<file path="config.mk">
export PLATFORM = sky130hd
export DESIGN_NAME = setup_cmd_ctrl
export DESIGN_NICKNAME = d
export VERILOG_FILES = /design/src/hdl/setup_cmd_pkg.sv /design/src/hdl/operand_collect.sv /design/src/hdl/setup_cmd_ctrl.sv
export SDC_FILE = /design/constraint.sdc
export NUM_CORES = 1
export LEC_CHECK = 0
export ABC_AREA = 1
export BUFFER_PORTS_ARGS = -buffer_cell sky130_fd_sc_hd__buf_2
export CORE_UTILIZATION = 55
export CTS_CLUSTER_DIAMETER = 80
export DETAILED_ROUTE_END_ITERATION = 12
export PLACE_DENSITY = 0.82
export SYNTH_ARGS = -nofsm -noshare
export SYNTH_HDL_FRONTEND = slang
export SYNTH_SLANG_ARGS = --single-unit
</file>
<file path="constraint.sdc">
create_clock -name REF_CLK -period 2.8 [get_ports REF_CLK]
set_input_delay 0.28 -clock REF_CLK [delete_from_list [all_inputs] [get_ports REF_CLK]]
set_output_delay 0.28 -clock REF_CLK [all_outputs]
set_load 0.01 [all_outputs]
</file>
<file path="src/hdl/setup_cmd_pkg.sv">
/*
  Constants, types and shared decoders for the setup-write / setup-read
  command interpreter.
  Assumes an ASCII serial front end that hands over one received character
  per valid strobe, synchronous to REF_CLK.
*/
package setup_cmd_pkg;

  // ---------------------------------------------------------------------
  // characters of the command line
  // ---------------------------------------------------------------------
  localparam logic [7:0] CHAR_PROMPT = 8'h24; // '$' opens a command
  localparam logic [7:0] CHAR_CR = 8'h0d;     // ends a command
  localparam logic [7:0] LTR_W = 8'h57;
  localparam logic [7:0] LTR_E = 8'h45;
  localparam logic [7:0] LTR_S = 8'h53;
  localparam logic [7:0] LTR_U = 8'h55;
  localparam logic [7:0] LTR_R = 8'h52;
  localparam logic [7:0] LEAD_OK = 8'h2a;     // '*' prompt on success
  localparam logic [7:0] LEAD_ERR = 8'h3f;    // '?' on every error
  localparam logic [7:0] CHAR_SPACE = 8'h20;  // between address and text

  // ---------------------------------------------------------------------
  // operand layout
  // ---------------------------------------------------------------------
  localparam logic [3:0] OPERAND_LEN = 4'h8;  // hex chars in setup-write
  localparam logic [3:0] COUNT_MAX = 4'h9;    // saturates: "too many"
  localparam int ADDR_MSB = 7;                // bit 7 of byte 1
  localparam int BYTE1_HI = 31;               // byte 1 sits at the top
  localparam int BYTE1_LO = 24;
  localparam logic [3:0] COUNT_RST = 4'h0;
  localparam logic [31:0] WORD_RST = 32'h0000_0000;

  // ---------------------------------------------------------------------
  // types
  // ---------------------------------------------------------------------
  typedef enum logic [2:0] {
    ST_IDLE = 3'b000,  // waiting for a prompt
    ST_ADDR = 3'b001,  // address character
    ST_CMDH = 3'b011,  // first command letter
    ST_CMDL = 3'b010,  // second command letter
    ST_OPER = 3'b110   // operand until CR
  } parse_state_e;

  typedef enum logic [2:0] {
    CMD_NONE, CMD_UNLOCK, CMD_SWRITE, CMD_SREAD, CMD_BAD
  } cmd_e;

  typedef enum logic [2:0] {
    RSP_OK, RSP_DATA, RSP_SYNTAX, RSP_ADDRESS, RSP_PROTECT, RSP_COMMAND
  } rsp_kind_e;

  typedef struct packed {
    rsp_kind_e kind;    // which answer
    logic [7:0] lead;   // '*' or '?'
    logic [7:0] addr;   // channel address echoed
    logic [7:0] sep;    // space after address on errors
    logic [31:0] data;  // setup bytes on a read
  } rsp_s;

  // ---------------------------------------------------------------------
  // decoders
  // ---------------------------------------------------------------------
  function automatic logic is_hex(input logic [7:0] ch);
    is_hex = (ch >= 8'h30 && ch <= 8'h39) || (ch >= 8'h41 && ch <= 8'h46);
  endfunction : is_hex

  function automatic logic [3:0] hex_val(input logic [7:0] ch);
    if (ch <= 8'h39) begin
      hex_val = ch[3:0];
    end else begin
      hex_val = 4'(ch[3:0] + 4'h9); // 'A'=41 -> a
    end
  endfunction : hex_val

  // reserved codes and anything with bit 7 set are refused
  function automatic logic addr_illegal(input logic [7:0] a);
    addr_illegal = a[ADDR_MSB] || a == 8'h00 || a == 8'h0d ||
                   a == 8'h24 || a == 8'h23 || a == 8'h7b || a == 8'h7d;
  endfunction : addr_illegal

  function automatic cmd_e cmd_decode(input logic [7:0] h,
                                      input logic [7:0] l);
    if (h == LTR_W && l == LTR_E) begin
      cmd_decode = CMD_UNLOCK;
    end else if (h == LTR_S && l == LTR_U) begin
      cmd_decode = CMD_SWRITE;
    end else if (h == LTR_R && l == LTR_S) begin
      cmd_decode = CMD_SREAD;
    end else begin
      cmd_decode = CMD_BAD;
    end
  endfunction : cmd_decode

endpackage : setup_cmd_pkg

</file>
<file path="src/hdl/operand_collect.sv">
/*
  Operand collector: shifts hex nibbles into a 32-bit word and counts the
  operand characters.
  Assumes the parent clears it before each operand and pushes only while
  an operand is being received.
*/
`timescale 1ns/1ps
module operand_collect
  import setup_cmd_pkg::*;
(
  input wire logic clk,           // module clock
  input wire logic rst_n,         // async reset, active low
  input wire logic clear,         // start of a new operand
  input wire logic push,          // one operand character
  input wire logic [7:0] ch,      // the character
  output logic [31:0] word,       // assembled bytes 1..4
  output logic [3:0] count        // chars seen, saturating
);

  logic [31:0] word_q;  // shift register
  logic [3:0] count_q;  // saturating length

  // ---------------------------------------------------------------------
  // nibble shifter: first char lands in the top nibble after eight
  // ---------------------------------------------------------------------
  always_ff @(posedge clk or negedge rst_n) begin
    if (!rst_n) begin
      word_q <= WORD_RST;
    end else if (clear) begin
      word_q <= WORD_RST;
    end else if (push) begin
      word_q <= {word_q[27:0], hex_val(ch)};
    end
  end

  // ---------------------------------------------------------------------
  // length counter; saturation keeps "too long" visible
  // ---------------------------------------------------------------------
  always_ff @(posedge clk or negedge rst_n) begin
    if (!rst_n) begin
      count_q <= COUNT_RST;
    end else if (clear) begin
      count_q <= COUNT_RST;
    end else if (push && count_q != COUNT_MAX) begin
      count_q <= 4'(count_q + 4'h1);
    end
  end

  assign word = word_q;
  assign count = count_q;

endmodule : operand_collect

</file>
<file path="src/hdl/setup_cmd_ctrl.sv">
/*
  Setup command interpreter: parses '$' address command operand CR lines,
  handles write-unlock, setup-write and setup-read, and drives the
  nonvolatile setup store.
  Assumes the store shows a written word on NVM_RD_DATA from the cycle
  after NVM_WR_EN, and that a response formatter turns RSP into text.
*/
`timescale 1ns/1ps
module setup_cmd_ctrl
  import setup_cmd_pkg::*;
#(
  parameter logic [7:0] DEFAULT_ADDR = 8'h30  // address in default mode
) (
  input wire logic REF_CLK,              // 100 MHz clock
  input wire logic RST_N,                // async reset, active low
  input wire logic RX_VALID,             // one received char
  input wire logic [7:0] RX_CHAR,        // received char
  input wire logic DEFAULT_MODE,         // fallback address in force
  input wire logic [31:0] NVM_RD_DATA,   // stored setup bytes
  output logic NVM_WR_EN,                // one-cycle store strobe
  output logic [31:0] NVM_WR_DATA,       // bytes to store
  output logic RSP_VALID,                // one-cycle answer strobe
  output rsp_s RSP                       // answer contents
);

  // ---------------------------------------------------------------------
  // state and working signals
  // ---------------------------------------------------------------------
  parse_state_e state_q;   // parser position
  parse_state_e state_d;
  logic [7:0] cmd_hi_q;    // first command letter
  cmd_e cmd_q;             // decoded command
  logic unlock_q;          // write-unlock armed
  logic nvm_we_q;          // store strobe
  logic [31:0] nvm_wd_q;   // store data
  logic rsp_valid_q;       // answer strobe
  rsp_s rsp_q;             // answer register
  logic [7:0] my_addr;     // address this module answers to
  logic [31:0] op_word;    // collected operand
  logic [3:0] op_count;    // operand length
  logic op_clear;          // new operand starts
  logic op_push;           // operand character taken
  logic at_cr;             // CR closes the operand
  logic abort;             // non-hex inside a setup-write
  logic fire;              // an answer is due this cycle
  rsp_kind_e verdict;      // the answer's kind

  // fallback address keeps a lost module reachable
  assign my_addr = DEFAULT_MODE ? DEFAULT_ADDR
                 : NVM_RD_DATA[BYTE1_HI:BYTE1_LO];

  assign at_cr = RX_VALID && state_q == ST_OPER && RX_CHAR == CHAR_CR;
  assign abort = RX_VALID && state_q == ST_OPER && RX_CHAR != CHAR_CR &&
                 cmd_q == CMD_SWRITE && !is_hex(RX_CHAR);
  assign op_clear = RX_VALID && state_q == ST_CMDL;
  assign op_push = RX_VALID && state_q == ST_OPER && !at_cr && !abort;
  assign fire = at_cr || abort;

  operand_collect u_collect (
    .clk   (REF_CLK),
    .rst_n (RST_N),
    .clear (op_clear),
    .push  (op_push),
    .ch    (RX_CHAR),
    .word  (op_word),
    .count (op_count)
  );

  // ---------------------------------------------------------------------
  // verdict: whole operand is judged before anything is committed
  // ---------------------------------------------------------------------
  always_comb begin
    verdict = RSP_SYNTAX;
    if (abort) begin
      verdict = RSP_SYNTAX;
    end else begin
      case (cmd_q)
        CMD_UNLOCK: begin
          verdict = (op_count == COUNT_RST) ? RSP_OK : RSP_SYNTAX;
        end
        CMD_SREAD: begin
          verdict = (op_count == COUNT_RST) ? RSP_DATA : RSP_SYNTAX;
        end
        CMD_SWRITE: begin
          if (op_count != OPERAND_LEN) begin
            verdict = RSP_SYNTAX;
          end else if (!unlock_q) begin
            verdict = RSP_PROTECT;
          end else if (addr_illegal(op_word[BYTE1_HI:BYTE1_LO])) begin
            verdict = RSP_ADDRESS;
          end else begin
            verdict = RSP_OK;
          end
        end
        default: begin
          verdict = RSP_COMMAND;                   // unknown command
        end
      endcase
    end
  end

  // ---------------------------------------------------------------------
  // line parser; foreign addresses drop back to idle silently
  // ---------------------------------------------------------------------
  always_comb begin
    state_d = state_q;
    if (RX_VALID) begin
      case (state_q)
        ST_IDLE: begin
          if (RX_CHAR == CHAR_PROMPT) begin
            state_d = ST_ADDR;
          end
        end
        ST_ADDR: begin
          // a stale address no longer matches after a rewrite
          state_d = (RX_CHAR == my_addr) ? ST_CMDH : ST_IDLE;
        end
        ST_CMDH: begin
          state_d = (RX_CHAR == CHAR_CR) ? ST_IDLE : ST_CMDL;
        end
        ST_CMDL: begin
          state_d = (RX_CHAR == CHAR_CR) ? ST_IDLE : ST_OPER;
        end
        ST_OPER: begin
          if (fire) begin
            state_d = ST_IDLE;
          end
        end
        default: begin
          state_d = ST_IDLE;
        end
      endcase
    end
  end

  // state register
  always_ff @(posedge REF_CLK or negedge RST_N) begin
    if (!RST_N) begin
      state_q <= ST_IDLE;
    end else begin
      state_q <= state_d;
    end
  end

  // command letters; a CR as second letter never reaches ST_OPER
  always_ff @(posedge REF_CLK or negedge RST_N) begin
    if (!RST_N) begin
      cmd_hi_q <= 8'h00;
      cmd_q <= CMD_NONE;
    end else if (RX_VALID && state_q == ST_CMDH) begin
      cmd_hi_q <= RX_CHAR;
    end else if (op_clear) begin
      cmd_q <= cmd_decode(cmd_hi_q, RX_CHAR);
    end
  end

  // ---------------------------------------------------------------------
  // write-unlock: other errors keep it so the user may retry
  // ---------------------------------------------------------------------
  always_ff @(posedge REF_CLK or negedge RST_N) begin
    if (!RST_N) begin
      unlock_q <= 1'b0;
    end else if (fire && cmd_q == CMD_UNLOCK && verdict == RSP_OK) begin
      unlock_q <= 1'b1;
    end else if (fire && (verdict == RSP_OK || verdict == RSP_DATA ||
                          verdict == RSP_PROTECT)) begin
      unlock_q <= 1'b0;
    end
  end

  // ---------------------------------------------------------------------
  // nonvolatile commit, only after a clean verdict
  // ---------------------------------------------------------------------
  always_ff @(posedge REF_CLK or negedge RST_N) begin
    if (!RST_N) begin
      nvm_we_q <= 1'b0;
      nvm_wd_q <= WORD_RST;
    end else begin
      nvm_we_q <= fire && cmd_q == CMD_SWRITE && verdict == RSP_OK;
      if (fire && cmd_q == CMD_SWRITE && verdict == RSP_OK) begin
        nvm_wd_q <= op_word;
      end
    end
  end

  // ---------------------------------------------------------------------
  // answer register; carries the address in force when the line arrived
  // ---------------------------------------------------------------------
  always_ff @(posedge REF_CLK or negedge RST_N) begin
    if (!RST_N) begin
      rsp_valid_q <= 1'b0;
      rsp_q <= '0;
    end else begin
      rsp_valid_q <= fire;
      if (fire) begin
        rsp_q.kind <= verdict;
        rsp_q.addr <= my_addr;
        rsp_q.data <= (verdict == RSP_DATA) ? NVM_RD_DATA
                                            : WORD_RST;
        if (verdict == RSP_OK || verdict == RSP_DATA) begin
          rsp_q.lead <= LEAD_OK;
          rsp_q.sep <= 8'h00;
        end else begin
          rsp_q.lead <= LEAD_ERR;
          rsp_q.sep <= CHAR_SPACE;
        end
      end
    end
  end

  assign NVM_WR_EN = nvm_we_q;
  assign NVM_WR_DATA = nvm_wd_q;
  assign RSP_VALID = rsp_valid_q;
  assign RSP = rsp_q;
endmodule : setup_cmd_ctrl

</file>
Word-level counts from Yosys, hierarchy flattened
Index checks and enable logic that the tools add are counted.
- input bits: 44
- bits in registers: 144
- output and inout port bits: 93
- word-level logic and storage cells: 118
- mux-type cells: 27
- reduce and logical (&&, ||, !) cells: 42
- eq/ne operators: 28
- $lt $le $gt $ge: 4
- bitwise gates (word level): 1
- $add $sub $neg: 2
- operators with widths (kind ; number):
    2-to-1 mux 32 bit ; 3
    == test 8 x 7 -> 1 bit, second input constant ; 8
    2-to-1 mux 3 bit ; 9
    == test 8 x 6 -> 1 bit, second input constant ; 3
    logical AND 1 bit ; 20
    == test 8 x 4 -> 1 bit, second input constant ; 2
    case mux 3 bit (5 select lines) ; 1
    == test 3 x 2 -> 1 bit, second input constant ; 4
    2-to-1 mux 4 bit ; 3
    logical OR 1 bit ; 10
    2-to-1 mux 2 bit ; 5
    == test 3 x 1 -> 1 bit, second input constant ; 3
    case mux 3 bit (3 select lines) ; 1
    == test 8 bit ; 1
    >= comparator 8 x 6 -> 1 bit, second input constant ; 1
    >= comparator 8 x 7 -> 1 bit, second input constant ; 1
    <= comparator 8 x 6 -> 1 bit, second input constant ; 1
    <= comparator 8 x 7 -> 1 bit, second input constant ; 1
    zero test 8 bit ; 1
    2-to-1 mux 8 bit ; 1
    != test 4 bit, second input constant ; 2
    != test 8 x 4 -> 1 bit, second input constant ; 1
    == test 3 bit, second input constant ; 2
    zero test 3 bit ; 2
    other kinds (12) ; 18

Logic depth before layout (Yosys ltp)
Gate-level depths: netlist of run 1.
- depth after elaboration: 18
- mapped depth: 16
- gate-level depth less buffers: 15

By module
Synthesis of run 1 repeated with hierarchy kept, for this count alone.
- cells, all modules: 702
- area total of the unflattened synthesis: 6165.9 um^2
- by module, submodules not included (module ; seq. area each (um^2) ; instances ; cells an instance ; area each (um^2)):
    setup_cmd_ctrl ; 2352.3 ; 1 ; 537 ; 4451.8
    operand_collect ; 900.9 ; 1 ; 165 ; 1714.1

Least setup slack after synthesis of run 1
OpenSTA, ideal clock, no wires.
- path type: input-to-reg
- from: in RX_CHAR[1]
- to: reg nvm_wd_q[16] (netlist: NVM_WR_DATA[16])
- slack: 0.899 ns
- data arrival time: 1.784 ns
- stages: 16
- required time: 2.683 ns
- buffers on the path: 1
- library setup time: 0.117 ns
- cell sequence: inv_1 > ha_1 > inv_1 > nor2_1 > nand3_2 > nand2_2 > inv_2 > nand4_2 > nand2_1 > inv_2 > nand2_4 > nor2_8 > nand3_4 > buf_6 > nand2_1 > nand2_1
- word-level cells in the longest chain between the ends: 8
- elaborated cells between the ends (all ways): 19
- classes of those cells: 4 x order compare; 2 x eq/ne; 1 x mux; 12 x reduce/logical
- RTL lines (element ; RTL line ; RTL):
    start, declared ; setup_cmd_ctrl.sv:17 ; input wire logic [7:0] RX_CHAR,
    >= comparator 8 x 6 -> 1 bit, or another cell as far along ; setup_cmd_pkg.sv:65 ; is_hex = (ch >= 8'h30 && ch <= 8'h39) || (ch >= 8'h41 && ch <= 8'h46);
    logical AND 1 bit ; setup_cmd_pkg.sv:65 ;
    logical OR 1 bit ; setup_cmd_pkg.sv:65 ;
    zero test 1 bit ; setup_cmd_ctrl.sv:54 ; cmd_q == CMD_SWRITE && !is_hex(RX_CHAR);
    logical AND 1 bit ; setup_cmd_ctrl.sv:54 ;
    2-to-1 mux 3 bit / logical OR 1 bit (equally long branches) ; setup_cmd_ctrl.sv:74, setup_cmd_ctrl.sv:57 ;
    zero test 3 bit / logical AND 1 bit (equally long branches) ; setup_cmd_ctrl.sv:180 ; if (fire && cmd_q == CMD_SWRITE && verdict == RSP_OK) begin
    logical AND 1 bit * ; setup_cmd_ctrl.sv:180 ;
    end signal, assigned ; setup_cmd_ctrl.sv:181 ; nvm_wd_q <= op_word;
    end, declared ; setup_cmd_ctrl.sv:35 ; logic [31:0] nvm_wd_q;
Every way passes the cells marked *; elsewhere a longest branch is shown, timed or not.
A chain may end at the register's enable or synchronous reset.

Final worst setup path of run 1
- from: reg cmd_q[2]
- to: reg nvm_wd_q[29] (netlist: NVM_WR_DATA[29])
- word-level cells in the longest chain between the ends: 6
- elaborated cells between the ends (all ways): 11
- classes of those cells: 3 x eq/ne; 2 x mux; 6 x reduce/logical
- RTL lines (element ; RTL line ; RTL):
    start, declared ; setup_cmd_ctrl.sv:32 ; cmd_e cmd_q;
    start signal, assigned ; setup_cmd_ctrl.sv:153 ; cmd_q <= cmd_decode(cmd_hi_q, RX_CHAR);
    branches (longest 5 deep; another with == test 3 x 2 -> 1 bit) ; n/a ;
    logical AND 1 bit * ; setup_cmd_ctrl.sv:180 ;
Every way passes the cells marked *.

==> results of run 1 <==
==> per-layer routing <==
metal | up-vias | wire length, um | track usage
met5 | - | 0 | 0
li1 | 2518 | - | -
met3 | 31 | 1050 | 0.0723
met1 | 2575 | 6170 | 0.356
met2 | 221 | 7640 | 0.478
met4 | 0 | 321 | 0.112
==> cells in the final DEF, fill, tap and decap left out, types with 2 or more instances in the layout <==
master | synthesis | final
nand2_1 | 209 | 209
dfrtp_1 | 130 | 130
buf_2 | 16 | 126
inv_1 | 63 | 63
nand3_1 | 58 | 58
nand4_1 | 35 | 35
o21ai_0 | 29 | 29
dlygate4sd3_1 | 0 | 28
nor2_1 | 24 | 24
o22ai_1 | 22 | 22
clkbuf_16 | 0 | 16
buf_4 | 18 | 14
xor2_1 | 12 | 12
conb_1 | 1 | 9
inv_2 | 8 | 8
ha_1 | 6 | 6
nor3_1 | 5 | 5
bufinv_16 | 0 | 5
nor4_1 | 4 | 4
or2_2 | 3 | 3
a21oi_1 | 3 | 3
a22oi_1 | 3 | 3
o31ai_1 | 3 | 3
clkinv_4 | 0 | 3
clkinvlp_4 | 0 | 3
nand4_2 | 2 | 2
nand2_2 | 2 | 2
inv_6 | 0 | 2
==> stage by stage <==
| stage | hold WS [ns] | util | setup slack [ns] | total power [W] | cells |
|---|---|---|---|---|---|
| finish | 0.00365 | 0.726 | 0.377 | 0.00612 | 981 |
| detailed placement | 0.407 | 0.637 | 0.317 | 0.00365 | 921 |
| CTS | 0.00000361 | 0.726 | 0.350 | 0.00613 | 981 |
| global placement | 0.393 | 0.637 | 0.439 | 0.00357 | 921 |
| global route | 0.0210 | 0.726 | 0.180 | 0.00642 | 981 |
| floorplan | -0.0156 | - | 0.899 | 0.00332 | 689 |
==> cell usage after synthesis, types with 2 or more instances <==
cell type and number:
nor2_1 24, buf_4 18, buf_2 16, o21ai_0 29, a22oi_1 3, buf_6 3, clkbuf_1 7, o22ai_1 22
or2_2 3, inv_2 8, dfrtp_1 130, ha_1 6, nand2_1 209, nand3_1 58, inv_1 63, nand4_1 35
nand4_2 2, o31ai_1 3, nor3_1 5, nor4_1 4, xor2_1 12, nand2_2 2, a21oi_1 3
==> where the power goes <==
| part | internal, W | total (W) | switching (W) |
|---|---|---|---|
| clock network | 0.00155 | 0.00242 | 0.000866 |
| registers | 0.00216 | 0.00237 | 0.000214 |
| logic | 0.000415 | 0.00133 | 0.000916 |
| total | 0.00413 | 0.00612 | 0.00200 |
==> worst max path at each step <==
stage                                     from                          end  slack (ns)  cells after the start
final                     cmd_q[2]$_DFFE_PN0P_  NVM_WR_DATA[29]$_DFFE_PN0P_        0.38                      6
after global routing      cmd_q[2]$_DFFE_PN0P_  NVM_WR_DATA[18]$_DFFE_PN0P_        0.18                      6
after global placement              RX_CHAR[0]  NVM_WR_DATA[10]$_DFFE_PN0P_        0.44                     11
after floorplan                     RX_CHAR[1]  NVM_WR_DATA[16]$_DFFE_PN0P_        0.90                     16
after CTS                 cmd_q[2]$_DFFE_PN0P_  NVM_WR_DATA[29]$_DFFE_PN0P_        0.35                      6
after detailed placement            RX_CHAR[0]  NVM_WR_DATA[29]$_DFFE_PN0P_        0.32                     11
==> logic make-up (layout without fill, tap and decap cells) <==
group                      count (synthesis)  count (layout)
AOI/OAI and AO/OA                         66              66
xor gates and xnor gates                  12              12
adders and majority gates                  6               6
buffers and inverters                    115             271
DFF                                      130             130
other                                      1               9
and+or+nand+nor                          351             351
==> critical path: cells and delay by family, from the launching register on <==
kind	cells	cell delay, ns
and+or+nand+nor	5	1.20
AOI/OAI and AO/OA	1	0.66
DFF	1	0.42
==> state kept, by name, indices dropped and copies added (netlist names) <==
signal,count
unlock_q,1
RSP_VALID,1
cmd_hi_q,8
cmd_q,3
u_collect.count,4
u_collect.word,32
state_q,3
NVM_WR_EN,1
NVM_WR_DATA,32
RSP,45
==> area by class of cell <==
| class | instances | area (sq um) | share of cell area |
|---|---|---|---|
| Timing Repair Buffer | 168 | 1020 | 0.134 |
| Sequential cell | 130 | 3250 | 0.430 |
| Multi-Input combinational cell | 444 | 2210 | 0.292 |
| Inverter | 71 | 267 | 0.0353 |
| Tap cell | 136 | 170 | 0.0225 |
| Clock inverter | 14 | 228 | 0.0301 |
| Clock buffer | 18 | 418 | 0.0553 |
==> metrics.md, run 1 <==
| Metric | Value |
|---|---|
| RSZ-0062 raised after global routing | false |
| Total Routed Length | about 15000 um |
| All-layer global routing usage | 0.286 |
| Clock Skews | 0.0117 ns |
| Synth-to-Final Area Change | 26.6% |
| EDFF count, synth | 0 |
| CP most frequent cell | nand2_1 |
| Core Footprint | 0.0104 sq mm |
| Top area cells in the synthesized netlist | dfrtp_1 (54%), nand2_1 (13%), nand3_1 (4.9%) |
| Via Count | 5345 |
| Worst Max-Slew Pin Slew | 0.790 ns |
| Cell area power density | 810 mW/mm^2 |
| Die footprint | 0.0113 sq mm |
| Crit path kind | flop to flop |
| IO Count | 137 |
| Endpoints failing hold | 0 |
| Adder-cell share of the synthesized area | 0.0126 |
| Crit share post-route | 0.865 |
| Hold path startpoint | NVM_RD_DATA[0] |
| Nets | 882 |
| Layout cells sized above 1 | 0.230 |
| WL/cell | 15.5 um |
| Crit path required time | 3.21 ns |
| Yosys cell types | 39 |
| Reg2reg start | cmd_q[2]$_DFFE_PN0P_ |
| Startpoint types | flop |
| Die height | 106 um |
| Starting Density | 0.573 |
| DIE WIDTH | approximately 110 um |
| Number of remaining DRC errors | 0 |
| CTS sink count | 130 |
| Xor and xnor area share after synthesis | 0.0176 |
| Antenna violations before repair | 0 |
| Top FF cell, synth | dfrtp_1 |
| Ys async rst share | 1.00 |
| CP Capture Type | flop |
| Yosys top cell by area | dfrtp_1 |
| H-Tree Depth | 4 |
| Setup Buffers After CTS | 0 |
| # fillers | 741 |
| Compound-Gate Fraction of Synth Area | 0.0670 |
| Max-slew headroom | 0.473 |
| LEAKAGE | 4.32 nW |
| Drt first pass iters | 5 |
| Finished Cell Area | ~0.0076 sq mm |
| Worst Hold Class | input pin to flop |
| Crit path max fanout | 32 |
| Worst vdd ir | between 0.0004 and 0.0005 V |
| Clock slew at reported path FFs | around 0.06 ns |
| R2R setup slack | 0.38 ns |
| Syn_area_per_cell | 8.77 sq um |
| Via-to-Cell Ratio | 5.45 |
| Row count | 37 |
| CTS tree | done |
| DP Area | between 0.006 and 0.007 sq mm |
| Root Buffer | clkbuf_8 |
| Slowest-stage cell, CP | o21ai_2 |
| Hold_buf cts | 28 |
| Remaining global-route overflow | 0 |
| RD Place Congestion | 0.901 |
| CTS Buffer Depth | 2 |
| Synth Warn # | 0 |
| Max-cap viol count | 0 |
| Worst hold path depth | 3 |
| Largest family of logic cells by synthesized area | simple AND/OR/NAND/NOR gates |
| Max incr delay on CP | 0.66 ns |
| Setup TNS | 0 ns |
| Vias in the first global route | around 5400 |
| Area share of the largest cell type after synthesis | 0.545 |
| IO buf count | 127 |
| Routed Antenna Nets | 0 |
| Drt initial violations | between 300 and 400 |
| Max Fclk | 413 MHz |
| Critical-path cell list | nor3_4 > nor2_1 > o21ai_2 > nand3_4 > nand2_1 > nand2_1 |
| Post-Synthesis Cell Area | 0.00597 sq mm |
| Global-route wire length before repair | 25300 um |
| Register area share after synthesis | 0.545 |
| Largest net degree at the start of global routing | 63 |
| # resized after CTS | 0 |
| Worst R2R End | NVM_WR_DATA[29]$_DFFE_PN0P_ |
| Synth Instances | 681 |
| Arr. time, crit path | 2.83 ns |
| Cells on worst reg2reg path | 6 |
| ANT cells | 0 |
| Fin crit period | 2.42 ns |
| Yosys reg bits | 130 |
| Placed wire-length estimate | ~10000 um |
| Synth Area in Simple Gates | 0.267 |
| Worst-Skew Late Latency | 0.53 ns |
| Final Max Slew Viols | 0 |
| Worst Hold Path EP | RSP[0]$_DFFE_PN0P_ |
| Status | complete, no violations |
| Mux contribution to synthesized area | 0 |
| Final setup violation count | 0 |
| Total clock buffers created by CTS | 17 |
Power figures use the tool's default switching activity.
==> run 2, diff against run 1 <==
Settings changed: ABC_CLOCK_PERIOD_IN_PS set to 2400, CORE_UTILIZATION 55 to 54, PLACE_DENSITY 0.82 to 0.81, REMOVE_ABC_BUFFERS set to 1.
Clock period 2.8 ns to 2.4 ns, I/O delays scaled along.
==> run 2 against run 1 <==
Count of clock-buffer cells in the layout decreased by 1; sequential share of layout area rose by 0.078 points; wire length increased by 1.1%; die area increased by 1.8%; combinational power is 14% higher; sequential power rose by 17%; critical path depth grew 6.
==> metrics.md, run 2 (same netlist as run 1, synthesis figures left out) <==
| Metric | Value |
|---|---|
| Status | complete, no violations (unchanged) |
| CTS tree | done (unchanged) |
| Core Footprint | 0.0108 sq mm (was 0.0104 sq mm) |
| Cell area power density | 887 mW/mm^2 (was 810 mW/mm^2) |
| Synth-to-Final Area Change | 26.3% (was 26.6%) |
| Total Routed Length | 15400 um (was 15200 um) |
| Endpoints failing hold | 0 (unchanged) |
| Max Fclk | 464 MHz (was 413 MHz) |
| Largest net degree at the start of global routing | 46 (was 63) |
| Worst Max-Slew Pin Slew | 0.605 ns (was 0.790 ns) |
| Routed Antenna Nets | 0 (unchanged) |
| Worst hold path depth | 3 (unchanged) |
| Fin crit period | 2.16 ns (was 2.42 ns) |
| Total power | 0.00669 W (was 0.00612 W) |
| Max-slew headroom | 0.596 (was 0.473) |
| # fillers | 817 (was 741) |
| Nets | 889 (was 882) |
| RSZ-0062 raised after global routing | false (unchanged) |
| Die height | 107 um (was 106 um) |
| Drt first pass iters | 5 (unchanged) |
| Clock Skews | 0.00979 ns (was 0.0117 ns) |
| DP Area | 0.00667 sq mm (was 0.00663 sq mm) |
| Placed wire-length estimate | 9490 um (was 9790 um) |
| Area of the multi-input gates | 0.00221 sq mm (unchanged) |
| RD Place Congestion | 0.911 (was 0.901) |
| Global-route wire length before repair | 25400 um (was 25300 um) |
| Total clock buffers created by CTS | 17 (unchanged) |
| Arr. time, crit path | 2.56 ns (was 2.83 ns) |
| Worst-Skew Late Latency | 0.53 ns (about the same) |
| LEAKAGE | 4.31 nW (was 4.32 nW) |
| H-Tree Depth | 4 (unchanged) |
| DIE WIDTH | 107 um (was 106 um) |
| Remaining global-route overflow | 0 (unchanged) |
| Final setup violation count | 0 (unchanged) |
| Finished Cell Area | 0.00754 sq mm (was 0.00756 sq mm) |
| Startpoint types | flop (unchanged) |
| Placed insts | 927 (was 921) |
| Fin cells | 992 (was 981) |
| WL/cell | 15.5 um (about the same) |
| Setup Buffers After CTS | 0 (unchanged) |
| Vias in the first global route | 5400 (was 5361) |
| Via Count | 5435 (was 5345) |
| Antenna violations before repair | 0 (unchanged) |
| CTS sink count | 130 (unchanged) |
| Final core occ | 0.699 (was 0.726) |
| Crit share post-route | 0.899 (was 0.865) |
| Max reg flops | 45 (unchanged) |
| FF/Latch Area | 0.00325 sq mm (unchanged) |
| CTS Buffer Depth | 2 (unchanged) |
| Worst vdd ir | 0.000490 V (was 0.000431 V) |
| Crit path kind | flop to flop (unchanged) |
| # resized after CTS | 0 (unchanged) |
| Root Buffer | clkbuf_8 (unchanged) |
| Crit path max fanout | 32 (unchanged) |
| Crit path required time | 2.81 ns (was 3.21 ns) |
| Hold_buf cts | 33 (was 28) |
| Final Max Slew Viols | 0 (unchanged) |
| CP Capture Type | flop (unchanged) |
| Starting Density | 0.553 (was 0.573) |
| Max-cap viol count | 0 (unchanged) |
| Number of remaining DRC errors | 0 (unchanged) |
| Worst Hold Class | input pin to flop (unchanged) |
| Clock slew at reported path FFs | 0.07 ns (was 0.06 ns) |
| Die footprint | 0.0115 sq mm (was 0.0113 sq mm) |
| IO buf count | 127 (unchanged) |
| ANT cells | 0 (unchanged) |
| Most frequent cells in the layout | nand2_1 (209), dfrtp_1 (130), buf_2 (126) (unchanged) |
| All-layer global routing usage | 0.285 (was 0.286) |
| Layout cells sized above 1 | 0.231 (was 0.230) |
| Via-to-Cell Ratio | 5.48 (was 5.45) |
| Row count | 38 (was 37) |
| Commonest non-fill, non-tap cell in the layout | nand2_1 (unchanged) |
| IO Count | 137 (unchanged) |
| Drt initial violations | 439 (was 399) |
| Cells on worst reg2reg path | 12 (was 6) |
-- run 2: cell count changes in the layout (fill, tap and decap cells not counted), moves of 2 or more --
cell | before | now
inv_6 | 2 | 7
dlygate4sd3_1 | 28 | 33
bufinv_16 | 5 | 0
inv_8 | 1 | 3
-- run 2: metrics by stage --
| step | setup TNS [ns] | setup WS (ns) | hold WS, ns |
|---|---|---|---|
| floorplan | -11.70 | -0.291 | -0.0556 |
| global placement | 0 | 0.136 | 0.266 |
| detailed placement | 0 | 0.0377 | 0.281 |
| CTS | 0 | 0.225 | 0.0158 |
| global route | 0 | 0.0487 | 0.0362 |
| finish | 0 | 0.243 | 0.0315 |
-- run 2: path summary, 6_finish.rpt --
kind                                                startpoint                            end  slack [ns]
worst max-delay path            u_collect.count[0]$_DFFE_PN0P_    NVM_WR_DATA[10]$_DFFE_PN0P_        0.24
worst min-delay path                                RX_CHAR[7]        cmd_hi_q[7]$_DFFE_PN0P_        0.03
worst max register to register  u_collect.count[0]$_DFFE_PN0P_    NVM_WR_DATA[10]$_DFFE_PN0P_        0.24
worst min register to register      NVM_WR_DATA[1]$_DFFE_PN0P_     NVM_WR_DATA[1]$_DFFE_PN0P_        0.47
max in group asynchronous                                RST_N  u_collect.word[1]$_DFFE_PN0P_        1.41
min in group asynchronous                                RST_N    NVM_WR_DATA[13]$_DFFE_PN0P_        0.27
-- run 2: layout make-up --
class,instances,share of cell area
tap,140,0.0232
sequential,130,0.431
timing repair buffer,175,0.145
inverter,71,0.0353
clock inverter,15,0.0179
clock buffer,17,0.0549
multi-input combinational,444,0.293
-- run 2: per-layer routing --
metal / vias to the layer above / global-route usage / share of wire / wire, um
li1: 2528 / - / - / -
met1: 2581 / 0.349 / 0.40 / 6210
met2: 278 / 0.470 / 0.49 / 7460
met3: 48 / 0.0802 / 0.082 / 1270
met4: 0 / 0.124 / 0.027 / 422
met5: - / 0 / 0 / 0
-- run 2: critical path, cell delays in order (launching register included) --
cell and delay (ns):
dfrtp_1 0.40, inv_1 0.09, ha_1 0.20, inv_1 0.07, nor3_1 0.06, nand2_1 0.15, inv_1 0.07, nor2_1 0.09
nand2_1 0.17, nor2_8 0.17, nand3_4 0.31, nand2_1 0.17, nand2_1 0.09
-- run 2: power breakdown --
part	switching, W	internal (W)	leakage (nW)
registers	0.000247	0.00252	1.70
logic	0.00102	0.000493	2.35
clock network	0.00110	0.00131	0.263
==> run 3, diff against run 2 <==
Settings changed: CORE_MARGIN set to 10.
==> run 3 against run 2 <==
Via count shrank 2.4%; utilization is essentially flat; first-iteration DRC count grew 5.0%; worst hold slack lost 0.0042 ns; global-route usage shrank 8.0 points; final cell count shrank 0.50%; worst setup slack gained 0.034 ns; largest power group unchanged.
==> metrics.md, run 3 (same netlist as run 1, synthesis figures left out) <==
| Metric | Value |
|---|---|
| Status | complete, no violations (unchanged) |
| Arr. time, crit path | 2.53 ns (was 2.56 ns) |
| Global-route wire length before repair | 26800 um (was 25400 um) |
| Reg2reg start | u_collect.count[0]$_DFFE_PN0P_ (unchanged) |
| Clock Skews | 0.0102 ns (was 0.00979 ns) |
| LEAKAGE | 4.32 nW (was 4.31 nW) |
| R2R setup slack | 0.28 ns (was 0.24 ns) |
| Row count | 38 (unchanged) |
| Logic pwr share | 0.222 (was 0.227) |
| Drt initial violations | 461 (was 439) |
| Crit path max fanout | 32 (unchanged) |
| Worst vdd ir | 0.000612 V (was 0.000490 V) |
| Most frequent cells in the layout | nand2_1 (209), dfrtp_1 (130), buf_2 (126) (unchanged) |
| Worst Hold Class | input pin to flop (unchanged) |
| Worst-Skew Late Latency | 0.52 ns (was 0.53 ns) |
| Critical-path cell list | inv_1 > ha_1 > inv_1 > nor3_1 > nand2_1 > inv_1 > nor2_1 > nand2_1 > nor2_8 > nand3_4 > nand2_1 > nand2_1 (unchanged) |
| Grt met1 use | 0.243 (was 0.349) |
| Finished Cell Area | 0.00757 sq mm (was 0.00754 sq mm) |
| Startpoint types | flop (unchanged) |
| Clock slew at reported path FFs | 0.06 ns (was 0.07 ns) |
| H-Tree Depth | 4 (unchanged) |
| Root Buffer | clkbuf_8 (unchanged) |
| Crit share post-route | 0.885 (was 0.899) |
| Final setup violation count | 0 (unchanged) |
| Top delay family on crit path | simple AND/OR/NAND/NOR gates (unchanged) |
| CTS sink count | 130 (unchanged) |
| Die height | 125 um (was 107 um) |
| Slowest-stage cell, CP | dfrtp_1 (unchanged) |
| Cell area power density | 915 mW/mm^2 (was 887 mW/mm^2) |
| Max Fclk | 471 MHz (was 464 MHz) |
| Commonest non-fill, non-tap cell in the layout | nand2_1 (unchanged) |
| RSZ-0062 raised after global routing | false (unchanged) |
| Layout cells sized above 1 | 0.228 (was 0.231) |
| Sw Pwr | 0.00226 W (was 0.00237 W) |
| Cells on worst reg2reg path | 12 (unchanged) |
| Placed wire-length estimate | 10800 um (was 9490 um) |
| Remaining global-route overflow | 0 (unchanged) |
| DP Area | 0.00666 sq mm (was 0.00667 sq mm) |
| Max-slew headroom | 0.611 (was 0.596) |
| Final Max Slew Viols | 0 (unchanged) |
| ANT cells | 0 (unchanged) |
| Worst Hold Path EP | RSP[31]$_DFFE_PN0P_ (was cmd_hi_q[7]$_DFFE_PN0P_) |
| Hold path startpoint | NVM_RD_DATA[31] (was RX_CHAR[7]) |
| Internal Pwr Total | 0.00467 W (was 0.00433 W) |
| Via Count | 5304 (was 5435) |
| Vias in the first global route | 5424 (was 5400) |
| Die footprint | 0.0157 sq mm (was 0.0115 sq mm) |
| Most Crowded Layer GR | met2 (unchanged) |
| Met3 usage | 0.0756 (was 0.0802) |
| IO Count | 137 (unchanged) |
| Crit path required time | 2.80 ns (was 2.81 ns) |
| CP Capture Type | flop (unchanged) |
| Synth-to-Final Area Change | 26.8% (was 26.3%) |
| Drt first pass iters | 6 (was 5) |
| Largest net degree at the start of global routing | 60 (was 46) |
| Worst Max-Slew Pin Slew | 0.583 ns (was 0.605 ns) |
| Total clock buffers created by CTS | 17 (unchanged) |
| Max reg flops | 45 (unchanged) |
| Antenna violations before repair | 0 (unchanged) |
| Buffer and inverter count on the worst path | 3 (unchanged) |
| Worst R2R End | NVM_WR_DATA[14]$_DFFE_PN0P_ (was NVM_WR_DATA[10]$_DFFE_PN0P_) |
| WL/cell | 16.3 um (was 15.5 um) |
| Fin crit period | 2.12 ns (was 2.16 ns) |
| Seq pwr share | 0.400 (was 0.413) |
| Switching share of power | 0.327 (was 0.354) |
| Max-cap viol count | 0 (unchanged) |
| CTS tree | done (unchanged) |
| CTS Buffer Depth | 2 (unchanged) |
| Nets | 885 (was 889) |
| DIE WIDTH | 125 um (was 107 um) |
| Routed Antenna Nets | 0 (unchanged) |
| Number of remaining DRC errors | 0 (unchanged) |
| Met2 Usage GRT | 0.333 (was 0.470) |
| Clock network fraction of design power | 0.379 (was 0.360) |
| Endpoints failing hold | 0 (unchanged) |
| CP most frequent cell | nand2_1 (unchanged) |
| Total Routed Length | 16100 um (was 15400 um) |
| RD Place Congestion | 0.887 (was 0.911) |
| Via-to-Cell Ratio | 5.37 (was 5.48) |
| Core Footprint | 0.0108 sq mm (about the same) |
| IO buf count | 127 (unchanged) |
| Final core occ | 0.699 (about the same) |
| Max incr delay on CP | 0.39 ns (was 0.40 ns) |
| All-layer global routing usage | 0.204 (was 0.285) |
| Crit path kind | flop to flop (unchanged) |
| Setup Buffers After CTS | 0 (unchanged) |
| Worst hold path depth | 3 (unchanged) |
| Starting Density | 0.551 (was 0.553) |
==> run 3: cell type report <==
cell class | instances | area, sq um
fillers | 810 | 3270
flip-flops and latches | 130 | 3250
multi-input cells | 444 | 2210
repair buffers | 171 | 1070
clock buffers | 19 | 442
inverters | 71 | 267
well taps | 140 | 175
clock inverters | 12 | 158
==> run 3: worst max-delay path by stage <==
stage | from | to | depth (start not counted)
2_1_floorplan | RX_CHAR[1] | NVM_WR_DATA[31]$_DFFE_PN0P_ | 13
5_1_grt | u_collect.count[0]$_DFFE_PN0P_ | NVM_WR_DATA[12]$_DFFE_PN0P_ | 12
3_5_place_dp | RX_CHAR[1] | NVM_WR_DATA[14]$_DFFE_PN0P_ | 16
3_3_place_gp | RX_CHAR[1] | NVM_WR_DATA[31]$_DFFE_PN0P_ | 16
4_1_cts | u_collect.count[0]$_DFFE_PN0P_ | NVM_WR_DATA[14]$_DFFE_PN0P_ | 12
6_report | u_collect.count[0]$_DFFE_PN0P_ | NVM_WR_DATA[14]$_DFFE_PN0P_ | 12
==> run 3: power by group through the flow <==
stage                     clock [W]  sequential (W)  combinational, W
after global placement            0         0.00278           0.00140
after global routing        0.00276         0.00281           0.00171
after CTS                   0.00265         0.00276           0.00152
after floorplan                   0         0.00273           0.00104
final                       0.00262         0.00277           0.00154
after detailed placement          0         0.00280           0.00147
==> run 3: layer usage <==
layer,up-vias,wire length (um),share of wire
li1,2510,-,-
met1,2525,6590,0.41
met2,242,7690,0.48
met3,27,1500,0.093
met4,0,320,0.020
met5,-,0,0
==> run 3: through the flow <==
stage | TNS [ns] | setup WS (ns) | hold slack (ns) | cells | power (W)
CTS | 0 | 0.271 | 0.0203 | 987 | 0.00693
global route | 0 | 0.0242 | 0.0392 | 987 | 0.00729
finish | 0 | 0.277 | 0.0273 | 987 | 0.00693
detailed placement | 0 | 0.0459 | 0.280 | 924 | 0.00426
global placement | 0 | 0.168 | 0.262 | 924 | 0.00418
floorplan | -11.70 | -0.291 | -0.0556 | 645 | 0.00377
==> run 3: repair_timing <==
item	4_1_cts	5_1_grt
hold endpoints to repair	73	0
hold buffers	32	0
gates resized for setup	0	0
==> run 3: tightest hold or removal path, cell delays in order <==
cell,delay [ns]
buf_2,0.09
inv_1,0.08
o31ai_1,0.08
